==> src/core/rfic_consts.vh <==
// Purpose: constants of the reader frontend interrupt controller
// Assumes: 8-bit register port, all event sources on mclk
// Notes: every offset, field position and reset value lives here
//
// Operation
// - two flag registers, two enable registers
// - flag bit 7 selects set or clear
// - software writes raise or drop flags
// - each source masked by its enable bit
// - event sets status summary bit and pin
// - timer underflow sets its timer flag
// - data-to-end-of-frame sets transmit flag
// - end of received data sets receive flag
// - command returning to idle sets flag
// - one threshold value gives both levels
// - high status rising sets fifo high flag
// - low status rising sets fifo low flag
// - any receive error bit sets error
// - card detection sets card flag
// - start of frame sets its flag
// - global flag: any enabled source flagged
`ifndef RFIC_CONSTS_VH
`define RFIC_CONSTS_VH

// register port
`define RFIC_ADDR_W 4
`define RFIC_DATA_W 8
`define RFIC_ADDR_FLAGS0 4'h0
`define RFIC_ADDR_FLAGS1 4'h1
`define RFIC_ADDR_ENABLE0 4'h2
`define RFIC_ADDR_ENABLE1 4'h3
`define RFIC_ADDR_STATUS 4'h4
`define RFIC_ADDR_THRESH 4'h5
`define RFIC_ADDR_THRESH_EXT 4'h6

// flag register write selector
`define RFIC_SEL_BIT 7

// first_event_flags fields
`define RFIC_F0_TX_DONE 0
`define RFIC_F0_RX_DONE 1
`define RFIC_F0_CMD_IDLE 2
`define RFIC_F0_FIFO_HIGH 3
`define RFIC_F0_FIFO_LOW 4
`define RFIC_F0_RX_ERR 5
`define RFIC_F0_CARD 6

// second_event_flags fields
`define RFIC_F1_TIMER_LSB 0
`define RFIC_F1_TIMER_N 4
`define RFIC_F1_RX_SOF 5
`define RFIC_F1_GLOBAL 6

// enable register control bits
`define RFIC_EN0_PIN_INVERT 7
`define RFIC_EN1_PIN_ENABLE 7

// primary_status_register fields
`define RFIC_ST_IRQ 0
`define RFIC_ST_FIFO_HIGH 1
`define RFIC_ST_FIFO_LOW 2

// reset values
`define RFIC_RST_FLAGS 7'h00
`define RFIC_RST_ENABLE 8'h00
`define RFIC_RST_THRESH 8'h08
`define RFIC_RST_THRESH_EXT 1'b0

// fifo geometry and command code
`define RFIC_FIFO_DEPTH 512
`define RFIC_FIFO_CNT_W 10
`define RFIC_IDLE_CMD 4'h0
`define RFIC_CMD_W 4

`endif

==> src/core/rfic_rise_det.v <==
// Purpose: rising edge detector for a vector of same-clock levels
// Assumes: inputs already in the mclk domain
// Notes: history clears to zero, so a level high out of reset counts as an edge
module rfic_rise_det #(
  parameter W = 1
) (
  // clock and reset
  input wire mclk,
  input wire rst,
  // levels in, pulses out
  input wire [W-1:0] level,
  output wire [W-1:0] rise
);

  reg [W-1:0] prev_q;

  always @(posedge mclk or posedge rst) begin
    if (rst) begin
      prev_q <= {W{1'b0}};
    end else begin
      prev_q <= level;
    end
  end

  assign rise = level & ~prev_q;

endmodule // rfic_rise_det

==> src/core/rfic_irq_ctrl.v <==
// Purpose: interrupt controller, flag and enable registers, request pin
// Assumes: every event source runs on mclk; single-cycle register strobes
// Notes: read data is registered and valid only in the cycle after the strobe
`include "rfic_consts.vh"

module rfic_irq_ctrl #(
  parameter FIFO_DEPTH = `RFIC_FIFO_DEPTH,
  parameter CNT_W = `RFIC_FIFO_CNT_W,
  parameter CMD_W = `RFIC_CMD_W
) (
  // clock and reset
  input wire mclk,
  input wire rst,

  // register port
  input wire [`RFIC_ADDR_W-1:0] reg_addr,
  input wire [`RFIC_DATA_W-1:0] reg_wdata,
  input wire reg_wr,
  input wire reg_rd,
  output wire [`RFIC_DATA_W-1:0] reg_rdata,

  // timer unit
  input wire [`RFIC_F1_TIMER_N-1:0] timer_underflow,

  // transmitter and receiver
  input wire tx_data_to_eof,
  input wire rx_data_end,
  input wire rx_sof_seen,
  input wire [7:0] rx_error_bits,

  // command register
  input wire [CMD_W-1:0] command_code,

  // fifo level monitor
  input wire [CNT_W-1:0] fifo_fill_count,

  // low-power card detection
  input wire card_detected,

  // threshold view for the fifo logic
  output wire [CNT_W-1:0] fifo_top_level,
  output wire fifo_high_status,
  output wire fifo_low_status,

  // interrupt request
  output wire irq_pin,
  output wire irq_summary
);

  localparam [CNT_W-1:0] DEPTH_C = FIFO_DEPTH[CNT_W-1:0];
  localparam [CMD_W-1:0] IDLE_C = `RFIC_IDLE_CMD;

  // register state
  reg [6:0] flags0_q;
  reg [6:0] flags0_d;
  reg [6:0] flags1_q;
  reg [6:0] flags1_d;
  reg [7:0] enable0_q;
  reg [7:0] enable1_q;
  reg [7:0] thresh_q;
  reg thresh_ext_q;
  reg [7:0] rdata_q;
  reg irq_q;
  reg [CMD_W-1:0] cmd_prev_q;

  // software strobes, decoded
  wire wr_flags0;
  wire wr_flags1;
  wire wr_enable0;
  wire wr_enable1;
  wire wr_thresh;
  wire wr_thresh_ext;
  wire sel_set;
  wire [6:0] sw_set;
  wire [6:0] sw_clr;

  // hardware events
  wire [6:0] hw_set0;
  wire [6:0] hw_set1;
  wire [1:0] fifo_rise;
  wire idle_event;
  wire err_event;

  // threshold arithmetic
  wire [CNT_W-1:0] level_ext;
  wire [CNT_W-1:0] top_level;
  wire [CNT_W-1:0] low_level;
  wire high_st;
  wire low_st;

  // summary
  wire [6:0] live0;
  wire [6:0] live1;
  wire any_enabled;
  wire pin_level;

  // address decode
  assign wr_flags0 = reg_wr && (reg_addr == `RFIC_ADDR_FLAGS0);
  assign wr_flags1 = reg_wr && (reg_addr == `RFIC_ADDR_FLAGS1);
  assign wr_enable0 = reg_wr && (reg_addr == `RFIC_ADDR_ENABLE0);
  assign wr_enable1 = reg_wr && (reg_addr == `RFIC_ADDR_ENABLE1);
  assign wr_thresh = reg_wr && (reg_addr == `RFIC_ADDR_THRESH);
  assign wr_thresh_ext = reg_wr && (reg_addr == `RFIC_ADDR_THRESH_EXT);

  // bit 7 picks the direction, bits 0 to 6 pick the flags
  assign sel_set = reg_wdata[`RFIC_SEL_BIT];
  assign sw_set = sel_set ? reg_wdata[6:0] : 7'h00;
  assign sw_clr = sel_set ? 7'h00 : reg_wdata[6:0];

  // fifo thresholds from one value plus extension
  assign level_ext = {{(CNT_W-9){1'b0}}, thresh_ext_q, thresh_q};
  assign top_level = DEPTH_C - level_ext;
  assign low_level = level_ext;
  assign high_st = (fifo_fill_count >= top_level);
  assign low_st = (fifo_fill_count <= low_level);
  assign fifo_top_level = top_level;
  assign fifo_high_status = high_st;
  assign fifo_low_status = low_st;

  // status edges: a level held high sets its flag once only
  rfic_rise_det #(
    .W(2)
  ) u_fifo_rise (
    .mclk(mclk),
    .rst(rst),
    .level({low_st, high_st}),
    .rise(fifo_rise)
  );

  // command finished: code moves from a running command to idle
  always @(posedge mclk or posedge rst) begin
    if (rst) begin
      cmd_prev_q <= IDLE_C;
    end else begin
      cmd_prev_q <= command_code;
    end
  end

  assign idle_event = (cmd_prev_q != IDLE_C) && (command_code == IDLE_C);

  // error bits are a level: the flag is reasserted while any stays high,
  // so software must clear the error register before the flag will stay down
  assign err_event = |rx_error_bits;

  // hardware set vectors for the first flag register
  assign hw_set0[`RFIC_F0_TX_DONE] = tx_data_to_eof;
  assign hw_set0[`RFIC_F0_RX_DONE] = rx_data_end;
  assign hw_set0[`RFIC_F0_CMD_IDLE] = idle_event;
  assign hw_set0[`RFIC_F0_FIFO_HIGH] = fifo_rise[0];
  assign hw_set0[`RFIC_F0_FIFO_LOW] = fifo_rise[1];
  assign hw_set0[`RFIC_F0_RX_ERR] = err_event;
  assign hw_set0[`RFIC_F0_CARD] = card_detected;

  // hardware set vectors for the second flag register
  assign hw_set1[`RFIC_F1_TIMER_N-1:`RFIC_F1_TIMER_LSB] = timer_underflow;
  assign hw_set1[4] = 1'b0;
  assign hw_set1[`RFIC_F1_RX_SOF] = rx_sof_seen;
  assign hw_set1[`RFIC_F1_GLOBAL] = 1'b0;

  // masked view of the sources, global bit excluded from its own term
  assign live0 = flags0_q & enable0_q[6:0];
  assign live1 = flags1_q & enable1_q[6:0] & 7'h3f;
  assign any_enabled = (|live0) | (|live1);

  // first flag register: hardware set wins over a software clear
  always @* begin
    flags0_d = flags0_q;
    if (wr_flags0) begin
      flags0_d = (flags0_d | sw_set) & ~sw_clr;
    end
    flags0_d = flags0_d | hw_set0;
  end

  // second flag register: global bit tracks the enabled sources
  always @* begin
    flags1_d = flags1_q;
    if (wr_flags1) begin
      flags1_d = (flags1_d | sw_set) & ~sw_clr;
    end
    flags1_d = flags1_d | hw_set1;
    flags1_d[4] = 1'b0;
    flags1_d[`RFIC_F1_GLOBAL] = any_enabled;
  end

  always @(posedge mclk or posedge rst) begin
    if (rst) begin
      flags0_q <= `RFIC_RST_FLAGS;
      flags1_q <= `RFIC_RST_FLAGS;
    end else begin
      flags0_q <= flags0_d;
      flags1_q <= flags1_d;
    end
  end

  // enable registers, plain read-write
  always @(posedge mclk or posedge rst) begin
    if (rst) begin
      enable0_q <= `RFIC_RST_ENABLE;
      enable1_q <= `RFIC_RST_ENABLE;
    end else begin
      if (wr_enable0) begin
        enable0_q <= reg_wdata;
      end
      if (wr_enable1) begin
        enable1_q <= reg_wdata;
      end
    end
  end

  // threshold value and its extension bit
  always @(posedge mclk or posedge rst) begin
    if (rst) begin
      thresh_q <= `RFIC_RST_THRESH;
      thresh_ext_q <= `RFIC_RST_THRESH_EXT;
    end else begin
      if (wr_thresh) begin
        thresh_q <= reg_wdata;
      end
      if (wr_thresh_ext) begin
        thresh_ext_q <= reg_wdata[0];
      end
    end
  end

  // request pin: lags the global flag by one cycle, held while it stays set;
  // the extra stage keeps the pin glitch free at the cost of a cycle
  assign pin_level = flags1_q[`RFIC_F1_GLOBAL] & enable1_q[`RFIC_EN1_PIN_ENABLE];

  always @(posedge mclk or posedge rst) begin
    if (rst) begin
      irq_q <= 1'b0;
    end else begin
      irq_q <= pin_level ^ enable0_q[`RFIC_EN0_PIN_INVERT];
    end
  end

  assign irq_pin = irq_q;
  assign irq_summary = flags1_q[`RFIC_F1_GLOBAL];

  // read data, registered, zero for unmapped offsets and idle cycles
  always @(posedge mclk or posedge rst) begin
    if (rst) begin
      rdata_q <= 8'h00;
    end else if (reg_rd) begin
      case (reg_addr)
        `RFIC_ADDR_FLAGS0: begin
          rdata_q <= {1'b0, flags0_q};
        end
        `RFIC_ADDR_FLAGS1: begin
          rdata_q <= {1'b0, flags1_q};
        end
        `RFIC_ADDR_ENABLE0: begin
          rdata_q <= enable0_q;
        end
        `RFIC_ADDR_ENABLE1: begin
          rdata_q <= enable1_q;
        end
        `RFIC_ADDR_STATUS: begin
          rdata_q <= {5'h00, low_st, high_st, flags1_q[`RFIC_F1_GLOBAL]};
        end
        `RFIC_ADDR_THRESH: begin
          rdata_q <= thresh_q;
        end
        `RFIC_ADDR_THRESH_EXT: begin
          rdata_q <= {7'h00, thresh_ext_q};
        end
        default: begin
          rdata_q <= 8'h00;
        end
      endcase
    end else begin
      rdata_q <= 8'h00;
    end
  end

  assign reg_rdata = rdata_q;

endmodule // rfic_irq_ctrl

==> config.mk <==
export PLATFORM = sky130hd
export DESIGN_NAME = rfic_irq_ctrl
export DESIGN_NICKNAME = d
export VERILOG_FILES = /design/src/core/rfic_rise_det.v /design/src/core/rfic_irq_ctrl.v
export VERILOG_INCLUDE_DIRS = /design/src /design/src/core
export SDC_FILE = /design/constraint.sdc
export NUM_CORES = 1
export LEC_CHECK = 0
export BUFFER_PORTS_ARGS = -buffer_cell sky130_fd_sc_hd__clkbuf_2
export CAP_MARGIN = 20
export CORE_ASPECT_RATIO = 0.6
export CORE_UTILIZATION = 45
export CTS_CLUSTER_SIZE = 12
export DETAILED_ROUTE_END_ITERATION = 10
export PLACE_DENSITY = 0.71
export SETUP_SLACK_MARGIN = 0.2
export SYNTH_ARGS = -nofsm -noshare
export SYNTH_HDL_FRONTEND = slang
export SYNTH_SLANG_ARGS = --single-unit
==> constraint.sdc <==
create_clock -name mclk -period 2.5 [get_ports mclk]
set_input_delay 0.125 -clock mclk [delete_from_list [all_inputs] [get_ports mclk]]
set_output_delay 0.125 -clock mclk [all_outputs]
set_load 0.005 [all_outputs]
# --- After elaboration in Yosys (flattened, before gate mapping) ---
# Index checks and enable logic that the tools add are counted.
op_classes:
  add_sub_neg: 1
  order_cmp: 2
  eq_ne: 6
  muxes: 6
  bitwise: 14
  reduce_logical: 13
op_table:
  columns: ["cell", "count"]
  rows:
  - ["8-bit case mux with 7 select lines", 1]
  - ["7-bit 2-to-1 mux", 3]
  - ["7-bit bitwise AND", 2]
  - ["7-bit OR", 2]
  - ["6-bit bitwise AND", 2]
  - ["4-bit by 3-bit equality test with 1-bit output (second input constant)", 3]
  - ["6-bit OR", 2]
  - ["10-bit greater-or-equal comparator", 1]
  - ["10-bit by 9-bit <= comparator with 1-bit output", 1]
  - ["10-bit by 9-bit subtractor with 10-bit output (first input constant)", 1]
  - ["4-bit by 2-bit equality test with 1-bit output (second input constant)", 2]
  - ["4-bit logical NOT", 2]
  - ["8-bit 2-to-1 mux", 1]
  - ["8-bit OR reduction", 1]
  - ["1-bit logical AND", 7]
  - ["7-bit inverter", 1]
  - ["7-bit OR reduction", 1]
  - ["6-bit 2-to-1 mux", 1]
  - ["6-bit OR reduction", 1]
  - ["4-bit by 1-bit equality test with 1-bit output (second input constant)", 1]
  - ["4-bit nonzero test", 1]
  - ["2-bit bitwise AND", 1]
  - ["2-bit inverter", 1]
  - ["1-bit bitwise AND", 1]
  - ["other kinds (2)", 2]
totals:
  register_bits: 53
  input_bits: 46
  out_inout_bits: 22
  elab_cells: 52

# --- Logic depth before layout (Yosys ltp) ---
depth:
  word_depth: 5
  mapped_depth: 11

# --- Cells and area by module ---
# From an unflattened synthesis, not the netlist that was laid out.
hier_totals:
  hier_cells: 270
  hier_area_um2: 3040.4
by_module_without_submodules:
  columns: ["mod", "n_inst", "cells_each", "area_each_um2", "seq_area_each_um2"]
  rows:
  - ["rfic_irq_ctrl", 1, 265, 2959.1, 1277.5]
  - ["rfic_rise_det", 1, 5, 81.3, 50.0]

# --- Worst setup path after synthesis ---
# Ideal clock, no wire load.
synth_path:
  path_kind: "register to register"
  from: "register thresh_q[2]"
  to: "register rdata_q[1], in the netlist reg_rdata[1]"
  setup_time_ns: 0.148
  arrival_time_ns: 2.587
  t_required_ns: 2.352
  path_slack_ns: -0.235
  stages_incl_launch_ff: 11
  cell_sequence: "dfrtp_1 > clkbuf_1 > nor4_1 > nand2_1 > nor3_1 > xnor2_1 > inv_1 > ha_1 > a41o_1 > a2111oi_0 > o22ai_1"
synth_via:
  elab_chain_cells: 4
synth_rtl:
  columns: ["item", "line_no", "source"]
  rows:
  - ["start, declared", "rfic_irq_ctrl.v:60", "reg [7:0] thresh_q;"]
  - ["start signal, assigned", "rfic_irq_ctrl.v:213", "thresh_q <= `RFIC_RST_THRESH;"]
  - ["start signal, assigned", "rfic_irq_ctrl.v:217", "thresh_q <= reg_wdata;"]
  - ["10-bit by 9-bit subtractor with 10-bit output", "rfic_irq_ctrl.v:112", "assign top_level = DEPTH_C - level_ext;"]
  - ["named net fifo_top_level[7]", "rfic_irq_ctrl.v:41", "output wire [CNT_W-1:0] fifo_top_level,"]
  - ["10-bit greater-or-equal comparator", "rfic_irq_ctrl.v:114", "assign high_st = (fifo_fill_count >= top_level);"]
  - ["8-bit case mux with 7 select lines", "rfic_irq_ctrl.v:245", "case (reg_addr)"]
  - ["8-bit 2-to-1 mux", "rfic_irq_ctrl.v:244", "end else if (reg_rd) begin"]
  - ["end signal, assigned", "rfic_irq_ctrl.v:247", "rdata_q <= {1'b0, flags0_q};"]
  - ["end signal, assigned", "rfic_irq_ctrl.v:250", "rdata_q <= {1'b0, flags1_q};"]
  - ["end signal, assigned", "rfic_irq_ctrl.v:253", "rdata_q <= enable0_q;"]
  - ["end, declared", "rfic_irq_ctrl.v:62", "reg [7:0] rdata_q;"]
# The timed path passes the listed nets, and every way through them passes these cells.
# A chain may end at the register's enable or synchronous reset.

# --- Final worst setup path ---
layout_path:
  from: "register thresh_q[2]"
  to: "output fifo_high_status"
layout_via:
  elab_chain_cells: 2
layout_rtl:
  columns: ["item", "line_no", "source"]
  rows:
  - ["10-bit by 9-bit subtractor with 10-bit output", "rfic_irq_ctrl.v:112", null]
  - ["10-bit greater-or-equal comparator", "rfic_irq_ctrl.v:114", null]
  - ["end, declared", "rfic_irq_ctrl.v:42", "output wire fifo_high_status,"]
# Every way passes these cells.

==> flow_metrics.env <==
export IMPL_drv_cap=0
export IMPL_r2r_start="thresh_q[2]$_DFFE_PP0P_"
export IMPL_coreArea_um2=6280
export IMPL_synthDistinctLibCells=48
export IMPL_viasPerCell=5.70
export IMPL_grt_pass1_wl_um=12400
export IMPL_critPathKind="register to primary output"
export IMPL_multi_input_area_um2=1670
export IMPL_yosysWarnings=0
export IMPL_portBuffers=67
export IMPL_dr_first_iter_drc_count=174
export IMPL_yosysSeqAreaShare_pct=44.1
export IMPL_start_util_pct=48.0
export IMPL_clock_sinks=53
export IMPL_vias=2578
export IMPL_grt_setup_unrepaired="true"
export IMPL_setup_viol=3
export IMPL_hold_path_class="primary input to register"
export IMPL_grt_pass1_vias=2417
export IMPL_irDropWorstVdd_mv=0.316
export IMPL_synth_top_area_cell="dfrtp_1"
export IMPL_antenna_found_initial=0
export IMPL_synthArstFlopShare_pct=100
export IMPL_die_h_um=65.4
export IMPL_num_antenna_cells=0
export IMPL_synth_area_per_cell_um2=11.0
export IMPL_violations="setup timing"
export IMPL_fp_row_count=22
export IMPL_ant_nets=0
export IMPL_drt_pass1_iterations=4
export IMPL_root_buffer="clkbuf_8"
export IMPL_final_common_cell="clkbuf_2"
export IMPL_synth_edf_count=0
export IMPL_clockBufferDepth=2
export IMPL_synth_area_leaders="dfrtp_1, mux2_2, ha_1"
export IMPL_period_minus_slack_ps=2890
export IMPL_syn2layout_area_growth_pct=27.9
export IMPL_hp_start="timer_underflow[3]"
export IMPL_skew_ps=11.2
export IMPL_hpwl_um=6040
export IMPL_die_area_um2=7030
export IMPL_synth_fp_nets=339
export IMPL_fin_nets=432
export IMPL_drv_slew=0
export IMPL_tns_ps=-712
export IMPL_fin_ws_ps=-385
export IMPL_grtUsageTotal_pct=23.6
export IMPL_cts_tree="yes"
export IMPL_routed_wirelength_um=7850
export IMPL_p_leak_nw=1.80
export IMPL_fillers=518
export IMPL_post_route_period_util_pct=115
export IMPL_io_pins=68
export IMPL_outcome="finished with violations"
export IMPL_drive_gt1_share_pct=41.8
export IMPL_dpl_instance_area_um2=3560
export IMPL_relSlewSlack_pct=64.0
export IMPL_layout_common_cells="clkbuf_2, dfrtp_1, mux2_2"
export IMPL_synth_area_um2=3010
export IMPL_gp_congestion=0.871
export IMPL_reg2reg_slack_ps=-180
export IMPL_synthFlopType="dfrtp_1"
export IMPL_yosysTopAreaCellShare_pct=43.2
export IMPL_grt_max_degree=23
export IMPL_critPathArrivalTime_ps=2760
export IMPL_drc=0
export IMPL_final_area_um2=3850
export IMPL_seqCellArea_um2=1330
export IMPL_h_tree_depth=2
export IMPL_cts_buffers_inserted=5
export IMPL_synth_cells=274
export IMPL_clock_fmax_mhz=347
export IMPL_endpoint_kind="primary output"
export IMPL_cp_startpoint="thresh_q[2]$_DFFE_PP0P_"
export IMPL_clkLatencyLatePin_ps=310
export IMPL_crit_required_ps=2380
export IMPL_p_per_area_nw_per_um2=661
export IMPL_ys_ff_latch=53
export IMPL_overflow=0
export IMPL_crit_path_start_kind="register"
export IMPL_crit_fanout=3
export IMPL_wl_per_cell_um=17.4
export IMPL_die_w_um=108
export IMPL_clkTransAtPathRegs_ps=90
export IMPL_hold_viol=0
export IMPL_tightest_slew_ps=540
[report_power, final]
| part | switching, W | leakage [nW] | total [W] | internal, W |
|---|---|---|---|---|
| clock | 0.000277 | 0.0450 | 0.000472 | 0.000195 |
| sequential | 0.0000984 | 0.612 | 0.00108 | 0.000982 |
| combinational | 0.000484 | 1.14 | 0.000993 | 0.000509 |
[per-stage QoR]
| stage | std cells | util, % | setup WS [ps] | hold WS [ps] | power [W] |
|---|---|---|---|---|---|
| floorplan | 274 | - | 205 | 156 | 0.00160 |
| global placement | 432 | 56.8 | -34.9 | 74.7 | 0.00194 |
| detailed placement | 432 | 56.8 | -116 | 75.9 | 0.00196 |
| CTS | 449 | 60.4 | -345 | 1.77 | 0.00249 |
| global route | 452 | 61.4 | -504 | 9.46 | 0.00269 |
| finish | 452 | 61.4 | -385 | 10.7 | 0.00255 |
[synth_stat cells (2+ instances only)]
cell type  number
a21boi_0        3
a21boi_1        5
a21o_1          3
a21oi_1         8
a221oi_1        3
a22o_1          4
a22oi_1         7
a311o_1         8
a31oi_1         2
buf_2           4
clkbuf_1        3
dfrtp_1        52
ha_1           19
inv_1          23
mux2_2         28
mux2i_1         7
mux4_2          3
nand2_1        19
nand2b_1        2
nand3_1         8
nand4_1         3
nor2_1         12
nor2b_1         4
nor3_1          5
nor4_1          4
o21ai_0         5
o22ai_1         3
xnor2_1         7
[area by class of cell]
| cell class | count | area share [%] |
|---|---|---|
| Sequential cell | 53 | 34.5 |
| Multi-Input combinational cell | 189 | 43.5 |
| Clock inverter | 2 | 0.260 |
| Timing Repair Buffer | 95 | 14.9 |
| Inverter | 23 | 2.24 |
| Clock buffer | 6 | 1.88 |
| Tap cell | 84 | 2.73 |
[worst paths after layout]
| path | end | cells after the start |
|---|---|---|
| max | fifo_high_status | 11 |
| min | flags1_q[3]$_DFF_PP0_ | 2 |
| max reg2reg | reg_rdata[1]$_DFF_PP0_ | 12 |
| min reg2reg | flags0_q[3]$_DFF_PP0_ | 1 |
| max in group asynchronous | thresh_q[3]$_DFFE_PP1P_ | 4 |
| min in group asynchronous | enable0_q[7]$_DFFE_PP0P_ | 3 |
[critical path: stages, from the launching register on]
cell       delay [ps]
dfrtp_2           420
buf_4             140
buf_4             140
nor3_1            200
nand3_1           120
xnor2_1           210
ha_1              300
a41oi_2           230
a21oi_2            90
a2111oi_4         390
inv_2              90
clkbuf_2          130
[repair_timing]
action	CTS	global route
hold buffers	5	0
pin swaps	9	6
gates resized for setup	11	10
hold endpoints to repair	17	0
buffers inserted	4	3
setup endpoints to repair	4	5
[registers in the layout (all words and copies together) (netlist names)]
| register | count |
|---|---|
| cmd_prev_q | 4 |
| enable0_q | 8 |
| enable1_q | 8 |
| flags0_q | 7 |
| flags1_q | 6 |
| irq_pin | 1 |
| reg_rdata | 8 |
| thresh_ext_q | 1 |
| thresh_q | 8 |
| u_fifo_rise.prev_q | 2 |
[routing by layer]
| metal | vias to the layer above | GRT usage, % | share of wire, % |
|---|---|---|---|
| li1 | 1198 | - | - |
| met2 | 97 | 32.7 | 41 |
| met3 | 5 | 5.36 | 7.4 |
| met4 | 0 | 5.14 | 0.52 |
| met5 | - | 0 | 0 |
| met1 | 1278 | 37.0 | 51 |
[cells by family (layout without fill, tap and decap cells)]
kind of cell	count (synthesis)	count (layout)	synth area share, %
and+or+nand+nor	67	67	12.0
AOI/OAI and AO/OA	57	57	14.1
DFF	53	53	44.1
muxes	38	38	15.0
buffers and inverters	32	126	4.53
adders and majority gates	19	19	7.90
xor gates and xnor gates	8	8	2.33
Power figures use the tool's default switching activity.
